<file path="config.mk">
export PLATFORM = sky130hd
export DESIGN_NAME = compact_timer_module_regs
export DESIGN_NICKNAME = d
export VERILOG_FILES = /design/src/hw/ctm_pkg.sv /design/src/hw/compact_timer_module_regs.sv
export SDC_FILE = /design/constraint.sdc
export NUM_CORES = 1
export LEC_CHECK = 0
export BUFFER_PORTS_ARGS = -buffer_cell sky130_fd_sc_hd__buf_2
export CAP_MARGIN = 10
export CORE_MARGIN = 2
export CORE_UTILIZATION = 55
export DETAILED_ROUTE_END_ITERATION = 10
export PLACE_DENSITY = 0.77
export SLEW_MARGIN = 10
export SYNTH_ARGS = -nofsm -noshare
export SYNTH_HDL_FRONTEND = slang
export SYNTH_SLANG_ARGS = --single-unit
</file>
<file path="constraint.sdc">
create_clock -name mclk -period 4.6 [get_ports mclk]
set_input_delay 0 -clock mclk [delete_from_list [all_inputs] [get_ports mclk]]
set_output_delay 0 -clock mclk [all_outputs]
set_load 0.02 [all_outputs]
</file>
<file path="src/hw/ctm_pkg.sv">
// Constants for the compact 10-bit timer register block.
// Assumes a 32-bit AXI4-Lite slave with one byte register per word.
package ctm_pkg;
  // ****************************************************************
  // Register byte addresses
  // ****************************************************************
  localparam int ADDR_W = 5;
  localparam logic [4:0] OFF_CTRL0 = 5'h00;
  localparam logic [4:0] OFF_CTRL1 = 5'h04;
  localparam logic [4:0] OFF_CNT_LO = 5'h08;
  localparam logic [4:0] OFF_CNT_HI = 5'h0C;
  localparam logic [4:0] OFF_CMPA_LO = 5'h10;
  localparam logic [4:0] OFF_CMPA_HI = 5'h14;
  localparam logic [4:0] OFF_INT_STAT = 5'h18;
  localparam logic [4:0] OFF_INT_MASK = 5'h1C;
  // ****************************************************************
  // Field positions and reset values
  // ****************************************************************
  localparam int CNT_W = 10;
  localparam int HI_W = 2;
  localparam int PAUSE_BIT = 7;
  localparam int CKSEL_LSB = 4;
  localparam int ON_BIT = 3;
  localparam int PER_LSB = 0;
  localparam int MODE_LSB = 6;
  localparam int IO_LSB = 4;
  localparam int INIT_BIT = 3;
  localparam int CLRSEL_BIT = 0;
  localparam int PER_SHIFT = 7;
  localparam logic [7:0] CTRL_RESET = 8'h00;
  localparam int EV_PERIOD = 0;
  localparam int EV_CMPA = 1;
  localparam int EV_W = 2;
  // ****************************************************************
  // Prescalers and encodings
  // ****************************************************************
  localparam int SYS_DIV_W = 2;
  localparam int HI_DIV16_W = 4;
  localparam int HI_DIV64_W = 6;
  localparam logic [1:0] RESP_OKAY = 2'h0;
  localparam logic [1:0] RESP_SLVERR = 2'h2;
  typedef enum logic [2:0] {
    CK_SYS_DIV4 = 3'b000,
    CK_SYS = 3'b001,
    CK_HI_DIV16 = 3'b010,
    CK_HI_DIV64 = 3'b011,
    CK_TIMEBASE = 3'b100,
    CK_RESERVED = 3'b101,
    CK_EXT_RISE = 3'b110,
    CK_EXT_FALL = 3'b111
  } clk_sel_t;
  typedef enum logic [1:0] {
    MODE_COMPARE = 2'b00,
    MODE_UNDEF = 2'b01,
    MODE_PWM = 2'b10,
    MODE_TIMER = 2'b11
  } op_mode_t;
  typedef enum logic [1:0] {
    IO_KEEP = 2'b00,
    IO_LOW = 2'b01,
    IO_HIGH = 2'b10,
    IO_TOGGLE = 2'b11
  } io_act_t;
endpackage : ctm_pkg

</file>
<file path="src/hw/compact_timer_module_regs.sv">
// Compact 10-bit timer: register file, count clock choice, counter,
// period and compare-A comparators, event interrupt.
// Assumes one clock mclk; tick inputs are one-cycle pulses on mclk.
//
// Design decisions made here: the placing of the registers and the AXI4-Lite register port.
`timescale 1ns/10ps
`default_nettype none

module compact_timer_module_regs (
  // Clock, reset, enable
  input wire logic mclk,
  input wire logic reset_n,
  input wire logic clkEn,
  // AXI4-Lite write address
  input wire logic awvalid,
  output logic awready,
  input wire logic [ctm_pkg::ADDR_W-1:0] awaddr,
  input wire logic [2:0] awprot,
  // AXI4-Lite write data
  input wire logic wvalid,
  output logic wready,
  input wire logic [31:0] wdata,
  input wire logic [3:0] wstrb,
  // AXI4-Lite write response
  output logic bvalid,
  input wire logic bready,
  output logic [1:0] bresp,
  // AXI4-Lite read address
  input wire logic arvalid,
  output logic arready,
  input wire logic [ctm_pkg::ADDR_W-1:0] araddr,
  input wire logic [2:0] arprot,
  // AXI4-Lite read data
  output logic rvalid,
  input wire logic rready,
  output logic [31:0] rdata,
  output logic [1:0] rresp,
  // Count clock sources
  input wire logic hiClkTick,
  input wire logic timebaseTick,
  input wire logic externalCountIn,
  // Timer output and interrupt
  output logic timerOutputPin,
  output logic irq
);
  // ****************************************************************
  // Declarations
  // ****************************************************************
  logic [7:0] ctrl0_r;
  logic [7:0] ctrl1_r;
  logic [ctm_pkg::CNT_W-1:0] count_r;
  logic [ctm_pkg::CNT_W-1:0] count_nxt;
  logic [ctm_pkg::CNT_W-1:0] cmpA_r;
  logic [7:0] lowBuf_r;
  logic [ctm_pkg::EV_W-1:0] intStat_r;
  logic [ctm_pkg::EV_W-1:0] intMask_r;
  logic [ctm_pkg::SYS_DIV_W-1:0] sysDiv_r;
  logic [ctm_pkg::HI_DIV64_W-1:0] hiDiv_r;
  logic [2:0] extSync_r;
  logic onDly_r;
  logic pin_r;
  logic awHeld_r;
  logic wHeld_r;
  logic [ctm_pkg::ADDR_W-1:0] awAddr_r;
  logic [7:0] wByte_r;
  logic wLane_r;
  logic bvalid_r;
  logic [1:0] bresp_r;
  logic rvalid_r;
  logic [31:0] rdata_r;
  logic [1:0] rresp_r;
  logic countPause;
  logic timerOn;
  logic counterClearSourceSelect;
  logic outputInitialLevel;
  logic [2:0] periodCompareField;
  ctm_pkg::clk_sel_t countClockSelect;
  ctm_pkg::op_mode_t operatingModeSelect;
  ctm_pkg::io_act_t pinAction;
  logic tick;
  logic advance;
  logic onRise;
  logic [ctm_pkg::CNT_W-1:0] incr;
  logic periodMatch;
  logic cmpAMatch;
  logic overflow;
  logic doWrite;
  logic rdTake;
  logic [ctm_pkg::EV_W-1:0] events;

  assign countPause = ctrl0_r[ctm_pkg::PAUSE_BIT];
  assign countClockSelect =
    ctm_pkg::clk_sel_t'(ctrl0_r[ctm_pkg::CKSEL_LSB +: 3]);
  assign timerOn = ctrl0_r[ctm_pkg::ON_BIT];
  assign periodCompareField = ctrl0_r[ctm_pkg::PER_LSB +: 3];
  assign operatingModeSelect =
    ctm_pkg::op_mode_t'(ctrl1_r[ctm_pkg::MODE_LSB +: 2]);
  assign pinAction = ctm_pkg::io_act_t'(ctrl1_r[ctm_pkg::IO_LSB +: 2]);
  assign outputInitialLevel = ctrl1_r[ctm_pkg::INIT_BIT];
  assign counterClearSourceSelect = ctrl1_r[ctm_pkg::CLRSEL_BIT];

  // ****************************************************************
  // Count clock selection
  // ****************************************************************
  always_ff @(posedge mclk) begin
    if (!reset_n) begin
      sysDiv_r <= '0;
    end else if (clkEn) begin
      sysDiv_r <= sysDiv_r + 1'b1;
    end
  end

  always_ff @(posedge mclk) begin
    if (!reset_n) begin
      hiDiv_r <= '0;
    end else if (clkEn && hiClkTick) begin
      hiDiv_r <= hiDiv_r + 1'b1;
    end
  end

  // Stage 0 only feeds stage 1; edges are seen on stages 1 and 2
  always_ff @(posedge mclk) begin
    if (!reset_n) begin
      extSync_r <= '0;
    end else if (clkEn) begin
      extSync_r <= {extSync_r[1:0], externalCountIn};
    end
  end

  always_comb begin
    unique case (countClockSelect)
      ctm_pkg::CK_SYS_DIV4: tick = &sysDiv_r;
      ctm_pkg::CK_SYS: tick = 1'b1;
      ctm_pkg::CK_HI_DIV16:
        tick = hiClkTick && (&hiDiv_r[ctm_pkg::HI_DIV16_W-1:0]);
      ctm_pkg::CK_HI_DIV64: tick = hiClkTick && (&hiDiv_r);
      ctm_pkg::CK_TIMEBASE: tick = timebaseTick;
      ctm_pkg::CK_RESERVED: tick = 1'b0;
      ctm_pkg::CK_EXT_RISE: tick = extSync_r[1] && !extSync_r[2];
      ctm_pkg::CK_EXT_FALL: tick = !extSync_r[1] && extSync_r[2];
    endcase
  end

  // ****************************************************************
  // Counter and comparators
  // ****************************************************************
  // On-edge detector; its delay flop freezes with the rest
  assign onRise = timerOn && !onDly_r;
  assign advance = tick && timerOn && !countPause;
  assign incr = count_r + 1'b1;
  // Match lands on the count that would equal the compare value
  always_comb begin
    if (periodCompareField == '0) begin
      periodMatch = advance && (&count_r);
    end else begin
      periodMatch = advance && (incr[ctm_pkg::CNT_W-1:ctm_pkg::PER_SHIFT]
        == periodCompareField) && (incr[ctm_pkg::PER_SHIFT-1:0] == '0);
    end
  end
  assign cmpAMatch = advance && (incr == cmpA_r);
  // Wrap at the top flags a period event whatever clears the count
  assign overflow = advance && (&count_r);
  assign events = {cmpAMatch, periodMatch || overflow};

  always_comb begin
    count_nxt = count_r;
    if (onRise) begin
      count_nxt = '0;
    end else if (periodMatch && !counterClearSourceSelect) begin
      count_nxt = '0;
    end else if (cmpAMatch && counterClearSourceSelect) begin
      count_nxt = '0;
    end else if (advance) begin
      count_nxt = incr;
    end
  end

  always_ff @(posedge mclk) begin
    if (!reset_n) begin
      count_r <= '0;
      onDly_r <= 1'b0;
    end else if (clkEn) begin
      count_r <= count_nxt;
      onDly_r <= timerOn;
    end
  end

  // Pin reaction beyond initial level is limited to compare-A actions
  always_ff @(posedge mclk) begin
    if (!reset_n) begin
      pin_r <= 1'b0;
    end else if (clkEn
        && operatingModeSelect == ctm_pkg::MODE_COMPARE) begin
      if (onRise) begin
        pin_r <= outputInitialLevel;
      end else if (cmpAMatch) begin
        unique case (pinAction)
          ctm_pkg::IO_KEEP: pin_r <= pin_r;
          ctm_pkg::IO_LOW: pin_r <= 1'b0;
          ctm_pkg::IO_HIGH: pin_r <= 1'b1;
          ctm_pkg::IO_TOGGLE: pin_r <= !pin_r;
        endcase
      end
    end
  end
  assign timerOutputPin = pin_r;

  // ****************************************************************
  // AXI4-Lite write channel
  // ****************************************************************
  // Readies gated by clkEn so nothing is taken while state is frozen
  assign awready = clkEn && !awHeld_r && !bvalid_r;
  assign wready = clkEn && !wHeld_r && !bvalid_r;
  assign doWrite = clkEn && awHeld_r && wHeld_r && !bvalid_r;

  always_ff @(posedge mclk) begin
    if (!reset_n) begin
      awHeld_r <= 1'b0;
      awAddr_r <= '0;
      wHeld_r <= 1'b0;
      wByte_r <= '0;
      wLane_r <= 1'b0;
    end else if (clkEn) begin
      if (awvalid && awready) begin
        awHeld_r <= 1'b1;
        awAddr_r <= awaddr;
      end else if (doWrite) begin
        awHeld_r <= 1'b0;
      end
      if (wvalid && wready) begin
        wHeld_r <= 1'b1;
        wByte_r <= wdata[7:0];
        wLane_r <= wstrb[0];
      end else if (doWrite) begin
        wHeld_r <= 1'b0;
      end
    end
  end

  always_ff @(posedge mclk) begin
    if (!reset_n) begin
      bvalid_r <= 1'b0;
      bresp_r <= ctm_pkg::RESP_OKAY;
    end else if (clkEn) begin
      if (doWrite) begin
        bvalid_r <= 1'b1;
        unique case (awAddr_r)
          ctm_pkg::OFF_CTRL0, ctm_pkg::OFF_CTRL1, ctm_pkg::OFF_CNT_LO,
          ctm_pkg::OFF_CNT_HI, ctm_pkg::OFF_CMPA_LO,
          ctm_pkg::OFF_CMPA_HI, ctm_pkg::OFF_INT_STAT,
          ctm_pkg::OFF_INT_MASK: bresp_r <= ctm_pkg::RESP_OKAY;
          default: bresp_r <= ctm_pkg::RESP_SLVERR;
        endcase
      end else if (bready) begin
        bvalid_r <= 1'b0;
      end
    end
  end
  assign bvalid = bvalid_r;
  assign bresp = bresp_r;

  // ****************************************************************
  // Register storage
  // ****************************************************************
  always_ff @(posedge mclk) begin
    if (!reset_n) begin
      ctrl0_r <= ctm_pkg::CTRL_RESET;
      ctrl1_r <= ctm_pkg::CTRL_RESET;
      intMask_r <= '0;
      cmpA_r <= '0;
    end else if (clkEn && doWrite && wLane_r) begin
      unique case (awAddr_r)
        ctm_pkg::OFF_CTRL0: ctrl0_r <= wByte_r;
        ctm_pkg::OFF_CTRL1: ctrl1_r <= wByte_r;
        ctm_pkg::OFF_INT_MASK: intMask_r <= wByte_r[ctm_pkg::EV_W-1:0];
        ctm_pkg::OFF_CMPA_HI:
          cmpA_r <= {wByte_r[ctm_pkg::HI_W-1:0], lowBuf_r};
        default: ;
      endcase
    end
  end

  // One buffer shared by counter and compare-A low bytes
  always_ff @(posedge mclk) begin
    if (!reset_n) begin
      lowBuf_r <= '0;
    end else if (clkEn) begin
      if (doWrite && wLane_r && awAddr_r == ctm_pkg::OFF_CMPA_LO) begin
        lowBuf_r <= wByte_r;
      end else if (rdTake && araddr == ctm_pkg::OFF_CNT_HI) begin
        lowBuf_r <= count_r[7:0];
      end else if (rdTake && araddr == ctm_pkg::OFF_CMPA_HI) begin
        lowBuf_r <= cmpA_r[7:0];
      end
    end
  end

  // Event set wins over a same-cycle write-one-to-clear
  always_ff @(posedge mclk) begin
    if (!reset_n) begin
      intStat_r <= '0;
    end else if (clkEn) begin
      if (doWrite && wLane_r && awAddr_r == ctm_pkg::OFF_INT_STAT) begin
        intStat_r <= (intStat_r & ~wByte_r[ctm_pkg::EV_W-1:0]) | events;
      end else begin
        intStat_r <= intStat_r | events;
      end
    end
  end
  assign irq = |(intStat_r & intMask_r);

  // ****************************************************************
  // AXI4-Lite read channel
  // ****************************************************************
  // One read in flight; its answer must be taken before the next
  assign arready = clkEn && !rvalid_r;
  assign rdTake = arvalid && arready;

  always_ff @(posedge mclk) begin
    if (!reset_n) begin
      rvalid_r <= 1'b0;
      rdata_r <= '0;
      rresp_r <= ctm_pkg::RESP_OKAY;
    end else if (clkEn) begin
      if (rdTake) begin
        rvalid_r <= 1'b1;
        rdata_r <= '0;
        rresp_r <= ctm_pkg::RESP_OKAY;
        unique case (araddr)
          ctm_pkg::OFF_CTRL0: rdata_r[7:0] <= ctrl0_r;
          ctm_pkg::OFF_CTRL1: rdata_r[7:0] <= ctrl1_r;
          ctm_pkg::OFF_CNT_LO, ctm_pkg::OFF_CMPA_LO:
            rdata_r[7:0] <= lowBuf_r;
          ctm_pkg::OFF_CNT_HI:
            rdata_r[ctm_pkg::HI_W-1:0] <=
              count_r[ctm_pkg::CNT_W-1 -: ctm_pkg::HI_W];
          ctm_pkg::OFF_CMPA_HI:
            rdata_r[ctm_pkg::HI_W-1:0] <=
              cmpA_r[ctm_pkg::CNT_W-1 -: ctm_pkg::HI_W];
          ctm_pkg::OFF_INT_STAT:
            rdata_r[ctm_pkg::EV_W-1:0] <= intStat_r;
          ctm_pkg::OFF_INT_MASK:
            rdata_r[ctm_pkg::EV_W-1:0] <= intMask_r;
          default: rresp_r <= ctm_pkg::RESP_SLVERR;
        endcase
      end else if (rready) begin
        rvalid_r <= 1'b0;
      end
    end
  end
  assign rvalid = rvalid_r;
  assign rdata = rdata_r;
  assign rresp = rresp_r;

endmodule : compact_timer_module_regs
`default_nettype wire

</file>
==> results of run 1 <==
[worst register-to-register path, cell delays in order (launching register included)]
cell and delay (ns):
dfxtp_1 0.58, ha_1 0.34, and3_1 0.32, xnor2_1 0.09, a2111oi_0 0.48, nand4_1 0.20
nor4b_2 0.48, mux2_2 0.41, nor3_2 0.15, a22o_1 0.28
[cells by family (layout without fill, tap and decap cells)]
logic type                 after synthesis  count (layout)  share of synthesized area
other                                    1              26                   0.000801
muxes                                   52              52                      0.111
adders and majority gates                4               4                     0.0107
DFF                                     89              89                      0.380
and+or+nand+nor                        215             215                      0.217
xor gates and xnor gates                20              20                     0.0374
buffers and inverters                   68              90                     0.0807
AOI/OAI and AO/OA                      114             114                      0.162
[registers in the layout, indices dropped and copies added, names as in the netlist, 6 cells and up]
signal	flops
lowBuf_r	8
wByte_r	8
ctrl1_r	8
rdata	8
cmpA_r	10
count_r	10
hiDiv_r	6
ctrl0_r	8
[worst max-delay path by stage]
stage                       startpoint                      end  slack [ns]  depth (start not counted)
5_1_grt        count_r[0]$_SDFFE_PN0P_  count_r[7]$_SDFFE_PN0P_        0.94                          9
3_3_place_gp   count_r[0]$_SDFFE_PN0P_  count_r[2]$_SDFFE_PN0P_        1.32                          9
4_1_cts        count_r[0]$_SDFFE_PN0P_  count_r[5]$_SDFFE_PN0P_        1.23                          9
3_5_place_dp   count_r[0]$_SDFFE_PN0P_  count_r[6]$_SDFFE_PN0P_        1.25                          9
2_1_floorplan  count_r[1]$_SDFFE_PN0P_  count_r[8]$_SDFFE_PN0P_        1.91                         11
6_report       count_r[0]$_SDFFE_PN0P_  count_r[7]$_SDFFE_PN0P_        1.16                          9
[report_power, final]
part | internal [mW] | leakage [nW] | switching (mW) | total, mW
clock network | 0.259 | 0.103 | 0.298 | 0.557
registers | 0.784 | 0.720 | 0.0138 | 0.797
logic | 0.0447 | 1.31 | 0.0796 | 0.124
total | 1.09 | 2.13 | 0.391 | 1.48
[layer usage]
metal	up-vias	wire length [um]	track usage
met5	-	0	0
met2	167	5670	0.435
li1	2009	-	-
met1	1981	5000	0.329
met4	0	201	0.0763
met3	17	710	0.0548
[synthesized netlist by cell type (2+ instances only)]
cell type | number | area, um2
nor2_1 | 93 | 349
dfxtp_1 | 89 | 1780
nand2_1 | 53 | 199
mux2i_1 | 51 | 510
a21oi_1 | 43 | 215
buf_4 | 29 | 218
clkbuf_1 | 23 | 86.3
nand3_1 | 14 | 70.1
xnor2_1 | 11 | 96.3
a211oi_1 | 10 | 75.1
a22o_1 | 10 | 87.6
a22oi_1 | 10 | 75.1
xor2_1 | 9 | 78.8
nand4_1 | 8 | 50.1
nor3_1 | 8 | 40.0
o21ai_0 | 7 | 35.0
a31oi_1 | 5 | 31.3
buf_1 | 5 | 18.8
buf_2 | 5 | 25.0
nor2b_1 | 5 | 31.3
o21ai_1 | 5 | 25.0
a211o_1 | 4 | 35.0
and2_1 | 4 | 25.0
ha_1 | 4 | 50.1
inv_1 | 4 | 15.0
and3_1 | 3 | 18.8
nand2b_1 | 3 | 18.8
nor4_1 | 3 | 18.8
or3_1 | 3 | 18.8
a2111oi_0 | 2 | 17.5
a21boi_0 | 2 | 15.0
nor3_2 | 2 | 20.0
o31ai_1 | 2 | 15.0
o32ai_1 | 2 | 17.5
or3b_1 | 2 | 17.5
[repair_timing]
action	CTS	global route
endpoints found under the setup margin	0	0
setup buffers	0	0
endpoints found under the hold margin	18	0
hold buffers	20	0
[layout make-up]
type,count,area (um2),share of cell area
multi-input combinational,431,2630,0.504
tap,105,131,0.0252
timing repair buffer,69,453,0.0869
sequential,89,1780,0.342
inverter,5,18.8,0.00360
clock buffer,10,128,0.0245
clock inverter,6,72.6,0.0139
[metrics by stage]
step / cells / power [mW]
6_report: 715 / 1.48
5_1_grt: 715 / 1.53
4_1_cts: 715 / 1.48
3_5_place_dp: 679 / 0.924
3_3_place_gp: 679 / 0.920
2_1_floorplan: 588 / 0.909
==> results_dict.tcl, run 1 <==
set metrics [dict create \
    first_iter_violations 261 \
    die_x_um 96.3 \
    maxCapViolCount 0 \
    drt_wl_total_um 11600 \
    slew_headroom 0.199 \
    fillers 717 \
    syn_avg_cell_area_um2 8.32 \
    reg2reg_to "count_r[7]$_SDFFE_PN0P_" \
    cts_root_buf "clkbuf_8" \
    layout_min_cycle_time_ns 3.44 \
    rsz0062_at_grt "false" \
    ys.flop_type "dfxtp_1" \
    nets 672 \
    synth.yosys.seq_area_share 0.380 \
    layout_common_cells "93 x nor2_1, 89 x dfxtp_1, 53 x nand2_1" \
    reg2reg_depth 9 \
    yosys.cell_types.count 65 \
    wire_per_inst_um 16.2 \
    path_buf_inv 0 \
    worstHoldPathType "input port to flop" \
    cp.required_ns 4.86 \
    reg2reg_slack_ns 1.16 \
    insertion_delay_ns 0.37 \
    grt_pass1_wl_um 18500 \
    synth_edf_count 0 \
    die_h_um 96.3 \
    syn_inst 563 \
    critical-path-slowest-cell "dfxtp_1" \
    firstDrtPassIters 5 \
    io_buffers 46 \
    place_hpwl_um 8090 \
    viasPerCell 5.84 \
    max_stage_delay_ns 0.58 \
    finalSetupViolations 0 \
    worst_slew_pin_slew_ns 1.20 \
    critPathMaxFanout 11 \
    outcome "complete, no violations" \
    grt_usage 0.257 \
    ys_async_sr_fraction 0 \
    ys_ff_latch 89 \
    antenna_left 0 \
    grt_pass1_vias 3788 \
    grt_max_degree 51 \
    startpoint_type "flop" \
    fin_crit_sh 0.747 \
    io_pins 106 \
    cts_tree "built" \
    clock_skew_ns 0.0126 \
    crit_path_end_kind "flop" \
    powerDensity_nw_per_um2 284 \
    dp_slack_ns 1.25 \
    criticalPathCategory "flop to flop" \
    crit_family "simple AND/OR/NAND/NOR gates" \
    vias 4174 \
    area_growth_pct 11.2 \
    hold_viol 0 \
    clock_sinks 89 \
    min-delay-start "reset_n" \
    maxSlewViolCount 0 \
    r2r-start "count_r[0]$_SDFFE_PN0P_" \
    hold_path_end "rdata[0]$_SDFFE_PN0P_" \
    cts.path.max_buffers 2 \
    cp_data_arrival_time_ns 3.69 \
    diodes 0 \
    tns_ns 0 \
    fin_area_um2 5210 \
    grt_overflow 0 \
    post_cts_resized 0 \
    syn_area_um2 4680 \
    setup_slack_ns 1.16 \
    timing.hold.ws_ns 0.0226 \
    dpl_cell_area_um2 4800 \
    core_area_um2 8220 \
    yosys_warnings 0 \
    die_area_um2 9270 \
    drive_above_1_share 0.125 \
    ir_drop_v 0.000197 \
    numCtsBuffers 9 \
    gp_congestion 0.860 \
    leakage_nw 2.13 \
    rows 33 \
    htreeDepth 3 \
    initial_core_util 0.570 \
    path_clk_slew_ns 0.09 \
    whs_path_depth 3 \
    remaining_drc_errors 0 \
    antenna_found_initial 0 \
    crit_chain "ha_1 -> and3_1 -> xnor2_1 -> a2111oi_0 -> nand4_1 -> nor4b_2 -> mux2_2 -> nor3_2 -> a22o_1" \
    final_common_cell "nor2_1" \
    clock.fmax_mhz 291 \
    utilization 0.634 \
]
No activity file was read; power rests on OpenSTA's default activity.
==> run 2: changes to the inputs <==
--- a/config.mk
+++ b/config.mk
@@ -5,12 +5,13 @@
 export SDC_FILE = /design/constraint.sdc
 export NUM_CORES = 1
 export LEC_CHECK = 0
+export ABC_AREA = 1
 export BUFFER_PORTS_ARGS = -buffer_cell sky130_fd_sc_hd__buf_2
 export CAP_MARGIN = 10
 export CORE_MARGIN = 2
-export CORE_UTILIZATION = 55
+export CORE_UTILIZATION = 54
 export DETAILED_ROUTE_END_ITERATION = 10
-export PLACE_DENSITY = 0.77
+export PLACE_DENSITY = 0.76
 export SLEW_MARGIN = 10
 export SYNTH_ARGS = -nofsm -noshare
 export SYNTH_HDL_FRONTEND = slang
==> constraint.sdc (replaced) <==
create_clock -name mclk -period 3.3 [get_ports mclk]
set_input_delay 0 -clock mclk [delete_from_list [all_inputs] [get_ports mclk]]
set_output_delay 0 -clock mclk [all_outputs]
set_load 0.02 [all_outputs]
==> run 2 against run 1 <==
- worst hold slack worse by 0.010 ns
- sequential cell count stayed put
- final cell count is 18% higher
- largest cell class unchanged
==> results_dict.tcl, run 2 <==
set metrics [dict create \
    crit_chain "ha_1 -> nand2_4 -> nor2_4 -> nand2_1 -> nand2_2 -> inv_1 -> nor3_1 -> nand2_1 -> nor2_1 -> nand3b_1 -> nand2_1 -> nand2_2 -> nand3_1 -> a21oi_1" \
    numCtsBuffers 9 \
    tns_ns 0 \
    io_pins 106 \
    yosys_warnings 0 \
    core_area_um2 8300 \
    syn_inst 678 \
    layout_common_cells "130 x nand2_1, 89 x dfxtp_1, 70 x o21ai_0" \
    hold_viol 0 \
    startpoint_type "flop" \
    maxSlewViolCount 0 \
    viasPerCell 5.33 \
    powerDensity_nw_per_um2 389 \
    dp.cells 806 \
    path_buf_inv 1 \
    ys_ff_latch 89 \
    reg_top3 "cmpA_r: 10 flops, count_r: 10 flops" \
    clock_sinks 89 \
    slew_headroom 0.367 \
    synth_edf_count 0 \
    grt_pass1_wl_um 19500 \
    insertion_delay_ns 0.37 \
    crit_path_end_kind "flop" \
    rows 33 \
    area_growth_pct 11.4 \
    outcome "complete, no violations" \
    yosysTopAreaCell "dfxtp_1" \
    ys.flop_type "dfxtp_1" \
    worst_slew_pin_slew_ns 0.950 \
    die_h_um 96.9 \
    path_depth 14 \
    grt_pass1_vias 4236 \
    antenna_found_initial 0 \
    criticalPathCategory "flop to flop" \
    cts_root_buf "clkbuf_8" \
    critical-path-slowest-cell "dfxtp_1" \
    fin_crit_sh 0.711 \
    max_stage_delay_ns 0.54 \
    r2r-start "count_r[0]$_SDFFE_PN0P_" \
    remaining_drc_errors 0 \
    reg2reg_to "count_r[0]$_SDFFE_PN0P_" \
    synth_top_area_share 0.382 \
    rsz0062_at_grt "false" \
    final_common_cell "nand2_1" \
    die_x_um 96.9 \
    ir_drop_v 0.000267 \
    worstHoldPathType "input port to flop" \
    cp.required_ns 3.56 \
    drt_wl_total_um 11800 \
    vias 4490 \
    yosysMostFrequentCell "nand2_1" \
    reg2reg_slack_ns 0.95 \
    layout_min_cycle_time_ns 2.35 \
    crit_end "count_r[0]$_SDFFE_PN0P_" \
    yosys-top-cells-count "130 x nand2_1, 89 x dfxtp_1, 70 x o21ai_0" \
    reg2reg_depth 14 \
    antenna_left 0 \
    clock.fmax_mhz 426 \
    post-cts-setup-buffer-count 0 \
    firstDrtPassIters 7 \
    yosys.cell_types.count 41 \
    first_iter_violations 252 \
    syn_area_um2 4660 \
    leakage_nw 2.16 \
    place_hpwl_um 8440 \
    crit_family "simple AND/OR/NAND/NOR gates" \
    nets 799 \
    grt_max_degree 63 \
    clock_skew_ns 0.0149 \
    io_buffers 46 \
    finalSetupViolations 0 \
    ys_async_sr_fraction 0 \
    maxCapViolCount 0 \
    die_area_um2 9390 \
    grt_overflow 0 \
    synth.yosys.seq_area_share 0.382 \
    stdcell_count 842 \
    synth_area_leaders "dfxtp_1 38%, nand2_1 10%, o21ai_0 7.5%" \
    path_clk_slew_ns 0.09 \
    fillers 768 \
    cp_data_arrival_time_ns 2.61 \
    cts_tree "built" \
    crit_path_start "count_r[0]$_SDFFE_PN0P_" \
    syn_avg_cell_area_um2 6.87 \
    drive_above_1_share 0.129 \
    grt_usage 0.254 \
    diodes 0 \
    wire_per_inst_um 14.0 \
    htreeDepth 3 \
    utilization 0.625 \
    finalPower_mw 2.02 \
    initial_core_util 0.561 \
    gp_congestion 0.935 \
    crit_top_cell "nand2_1" \
    critPathMaxFanout 10 \
    cts.path.max_buffers 2 \
]
-- run 2: stage by stage --
step / hold WS [ns] / cell area [um2] / setup WS [ns]
6_report: 0.0123 / 5190 / 0.953
5_1_grt: 0.0360 / 5190 / 0.673
4_1_cts: 0.00851 / 5190 / 0.971
3_5_place_dp: 0.241 / 4810 / 0.985
3_3_place_gp: 0.223 / 4810 / 1.05
2_1_floorplan: 0.135 / 4750 / 1.48
-- run 2: worst min path at each step --
stage,startpoint,to,slack (ns),cells past startpoint
after floorplan,externalCountIn,extSync_r[0]$_SDFFE_PN0P_,0.13,2
after detailed placement,externalCountIn,extSync_r[0]$_SDFFE_PN0P_,0.24,3
after global placement,externalCountIn,extSync_r[0]$_SDFFE_PN0P_,0.22,3
after global routing,clkEn,onDly_r$_SDFFE_PN0P_,0.04,2
after CTS,clkEn,onDly_r$_SDFFE_PN0P_,0.009,2
final,clkEn,intStat_r[0]$_SDFFE_PN0P_,0.01,3
-- run 2: layer usage --
metal  vias up  GRT usage  wire (um)  part of all wire
met2       150      0.432       5640              0.48
met5         -          0          0                 0
li1       2300          -          -                 -
met3        22     0.0585        673             0.057
met4         0     0.0910        312             0.026
met1      2018      0.314       5150              0.44
-- run 2: power by group --
part           switching [mW]  internal, mW  total [mW]
Sequential             0.0170          1.10        1.12
Clock                   0.433         0.287       0.721
Combinational           0.126        0.0583       0.185
-- run 2: logic make-up (layout without fill, tap and decap cells) --
logic type               Yosys count  after routing  share of synthesized area
buffers and inverters            123            157                      0.127
adder cells (fa/ha/maj)            4              4                     0.0107
XOR/XNOR                           3              3                    0.00564
AND/OR/NAND/NOR                  291            291                      0.280
AO/OA/AOI/OAI                    167            167                      0.194
other                              1             26                   0.000805
flip-flops                        89             89                      0.382
-- run 2: worst reg2reg max path, stage by stage (launching register included) --
cell and delay, ns:
dfxtp_1 0.54, ha_1 0.36, nand2_4 0.10, nor2_4 0.16
nand2_1 0.10, nand2_2 0.07, inv_1 0.05, nor3_1 0.19
nand2_1 0.09, nor2_1 0.09, nand3b_1 0.10, nand2_1 0.09
nand2_2 0.14, nand3_1 0.11, a21oi_1 0.07
-- run 2: repair_timing --
item	CTS	global route
hold buffers	20	0
endpoints found under the hold margin	19	0
gates resized for setup	0	0
-- run 2: layout make-up --
class                           count  area (um2)  area share
Sequential cell                    89        1780       0.343
Multi-Input combinational cell    491        2380       0.459
Inverter                           74         278      0.0535
Clock inverter                      7        56.3      0.0108
Timing Repair Buffer               67         438      0.0844
Tap cell                          105         131      0.0253
Clock buffer                        9         124      0.0239
==> run 3: changes to the inputs <==
--- a/config.mk
+++ b/config.mk
@@ -5,13 +5,13 @@
 export SDC_FILE = /design/constraint.sdc
 export NUM_CORES = 1
 export LEC_CHECK = 0
-export ABC_AREA = 1
+export ABC_AREA = 0
 export BUFFER_PORTS_ARGS = -buffer_cell sky130_fd_sc_hd__buf_2
 export CAP_MARGIN = 10
 export CORE_MARGIN = 2
-export CORE_UTILIZATION = 54
+export CORE_UTILIZATION = 49
 export DETAILED_ROUTE_END_ITERATION = 10
-export PLACE_DENSITY = 0.76
+export PLACE_DENSITY = 0.72
 export SLEW_MARGIN = 10
 export SYNTH_ARGS = -nofsm -noshare
 export SYNTH_HDL_FRONTEND = slang
==> constraint.sdc (replaced) <==
create_clock -name mclk -period 2 [get_ports mclk]
set_input_delay 0 -clock mclk [delete_from_list [all_inputs] [get_ports mclk]]
set_output_delay 0 -clock mclk [all_outputs]
set_load 0.02 [all_outputs]
==> run 3 against run 2 <==
- the run now ends with setup timing left
- maximum frequency decreased by 6.5%
- combinational power increased by 71%
- worst hold slack improved by 0.076 ns
- clock-buffer cell count unchanged
- clock power increased by 100%
- final cell count decreased by 1.7%
- register-to-register slack got worse by 1.5 ns
- first-iteration DRC count increased by 11%
- critical path type unchanged
- highest routed layer unchanged
==> results_dict.tcl, run 3 (synthesis gave the netlist of run 1 again) <==
set metrics [dict create \
    numCtsBuffers 9 \
    finalPower_mw 3.61 \
    ir_drop_v 0.000439 \
    core_area_um2 9240 \
    grt_overflow 0 \
    outcome "finished, violations left" \
    die_h_um 102 \
    wire_per_inst_um 16.5 \
    slew_headroom 0.590 \
    viasPerCell 5.54 \
    crit_path_end_kind "flop" \
    drive_above_1_share 0.298 \
    remaining_drc_errors 0 \
    cts_tree "built" \
    path_clk_slew_ns 0.10 \
    io_buffers 46 \
    die_x_um 102 \
    reg_top3 "cmpA_r: 10 flops, count_r: 10 flops" \
    cts_root_buf "clkbuf_8" \
    nets 761 \
    layout_common_cells "91 x nor2_1, 82 x dfxtp_1, 82 x buf_4" \
    layout_min_cycle_time_ns 2.51 \
    antenna_left 0 \
    failed_checks "setup timing" \
    diodes 0 \
    area_growth_pct 34.2 \
    place_hpwl_um 9450 \
    leakage_nw 2.66 \
    startpoint_type "flop" \
    setup_slack_ns -0.512 \
    maxCapViolCount 0 \
    tns_ns -5.41 \
    critPathMaxFanout 4 \
    initial_core_util 0.507 \
    vias 4587 \
    firstDrtPassIters 6 \
    grt_usage 0.270 \
    cp.required_ns 2.30 \
    rsz0062_at_grt "true" \
    first_iter_violations 279 \
    clock_sinks 89 \
    antenna_found_initial 0 \
    fillers 739 \
    io_pins 106 \
    drt_wl_total_um 13700 \
    cp_data_arrival_time_ns 2.81 \
    powerDensity_nw_per_um2 575 \
    insertion_delay_ns 0.36 \
    maxSlewViolCount 0 \
    die_area_um2 10400 \
    worst_slew_pin_slew_ns 0.608 \
    rows 35 \
    criticalPathCategory "flop to flop" \
    grt_pass1_vias 4400 \
    gp_congestion 0.885 \
    htreeDepth 3 \
    finalSetupViolations 13 \
    cts.path.max_buffers 2 \
    fin_crit_sh 1.26 \
    worstHoldPathType "input port to flop" \
    clock.fmax_mhz 398 \
    grt_max_degree 79 \
    hold_viol 0 \
    grt_pass1_wl_um 21600 \
    clock_skew_ns 0.00884 \
    final_common_cell "nor2_1" \
]
## run 3: final timing paths
kind	startpoint	to	slack [ns]	cells after the start
worst max-delay path	count_r[1]$_SDFFE_PN0P_	count_r[1]$_SDFFE_PN0P_	-0.51	9
worst min-delay path	arvalid	rvalid$_SDFFE_PN0P_	0.09	3
worst max register to register	count_r[1]$_SDFFE_PN0P_	count_r[1]$_SDFFE_PN0P_	-0.51	9
worst min register to register	bvalid$_SDFFE_PN0P_	bvalid$_SDFFE_PN0P_	0.48	2
## run 3: power breakdown
group          switching (mW)  total [mW]  internal, mW
Combinational           0.191       0.316         0.125
Clock                   0.736        1.47         0.732
Sequential             0.0349        1.83          1.80
## run 3: layer usage
metal | vias to the layer above | global-route usage | routed length [um]
met2 | 173 | 0.478 | 6960
met1 | 2189 | 0.331 | 5570
met5 | - | 0 | 0
li1 | 2197 | - | -
met3 | 28 | 0.0552 | 857
met4 | 0 | 0.0748 | 299
## run 3: final cells by class
cell class	instances	area [um2]	area share
clock buffer	9	124	0.0197
inverter	5	18.8	0.00299
multi-input combinational	431	2880	0.458
sequential	89	1800	0.287
timing repair buffer	158	1180	0.188
clock inverter	7	113	0.0179
tap	129	161	0.0257
## run 3: metrics by stage
step | setup slack, ns | hold slack, ns | instance area [um2] | utilization | instances
final | -0.512 | 0.0878 | 6290 | 0.680 | 828
after global routing | -0.598 | 0.121 | 6290 | 0.680 | 828
after CTS | -0.451 | 0.0755 | 6170 | 0.668 | 826
after detailed placement | -0.840 | 0.249 | 5480 | 0.593 | 780
after global placement | -0.635 | 0.234 | 5480 | 0.593 | 780
after floorplan | -0.490 | 0.136 | 4830 | - | 588
## run 3: worst max-delay path, cell delays in order (launching register included)
cell and delay [ns]:
dfxtp_4 0.37, buf_6 0.10, nand4_4 0.11, or3_4 0.42, o32ai_4 0.25, a2111oi_4 0.08, a32o_1 0.26, mux2_4 0.31
or3_4 0.38, a21oi_2 0.15
## run 3: repair_timing
item,CTS,global route
resized for setup,43,18
buffers inserted,11,3
hold endpoints to repair,20,0
pin swaps,19,5
setup endpoints to repair,17,21
gates cloned,0,0
hold buffers,20,0
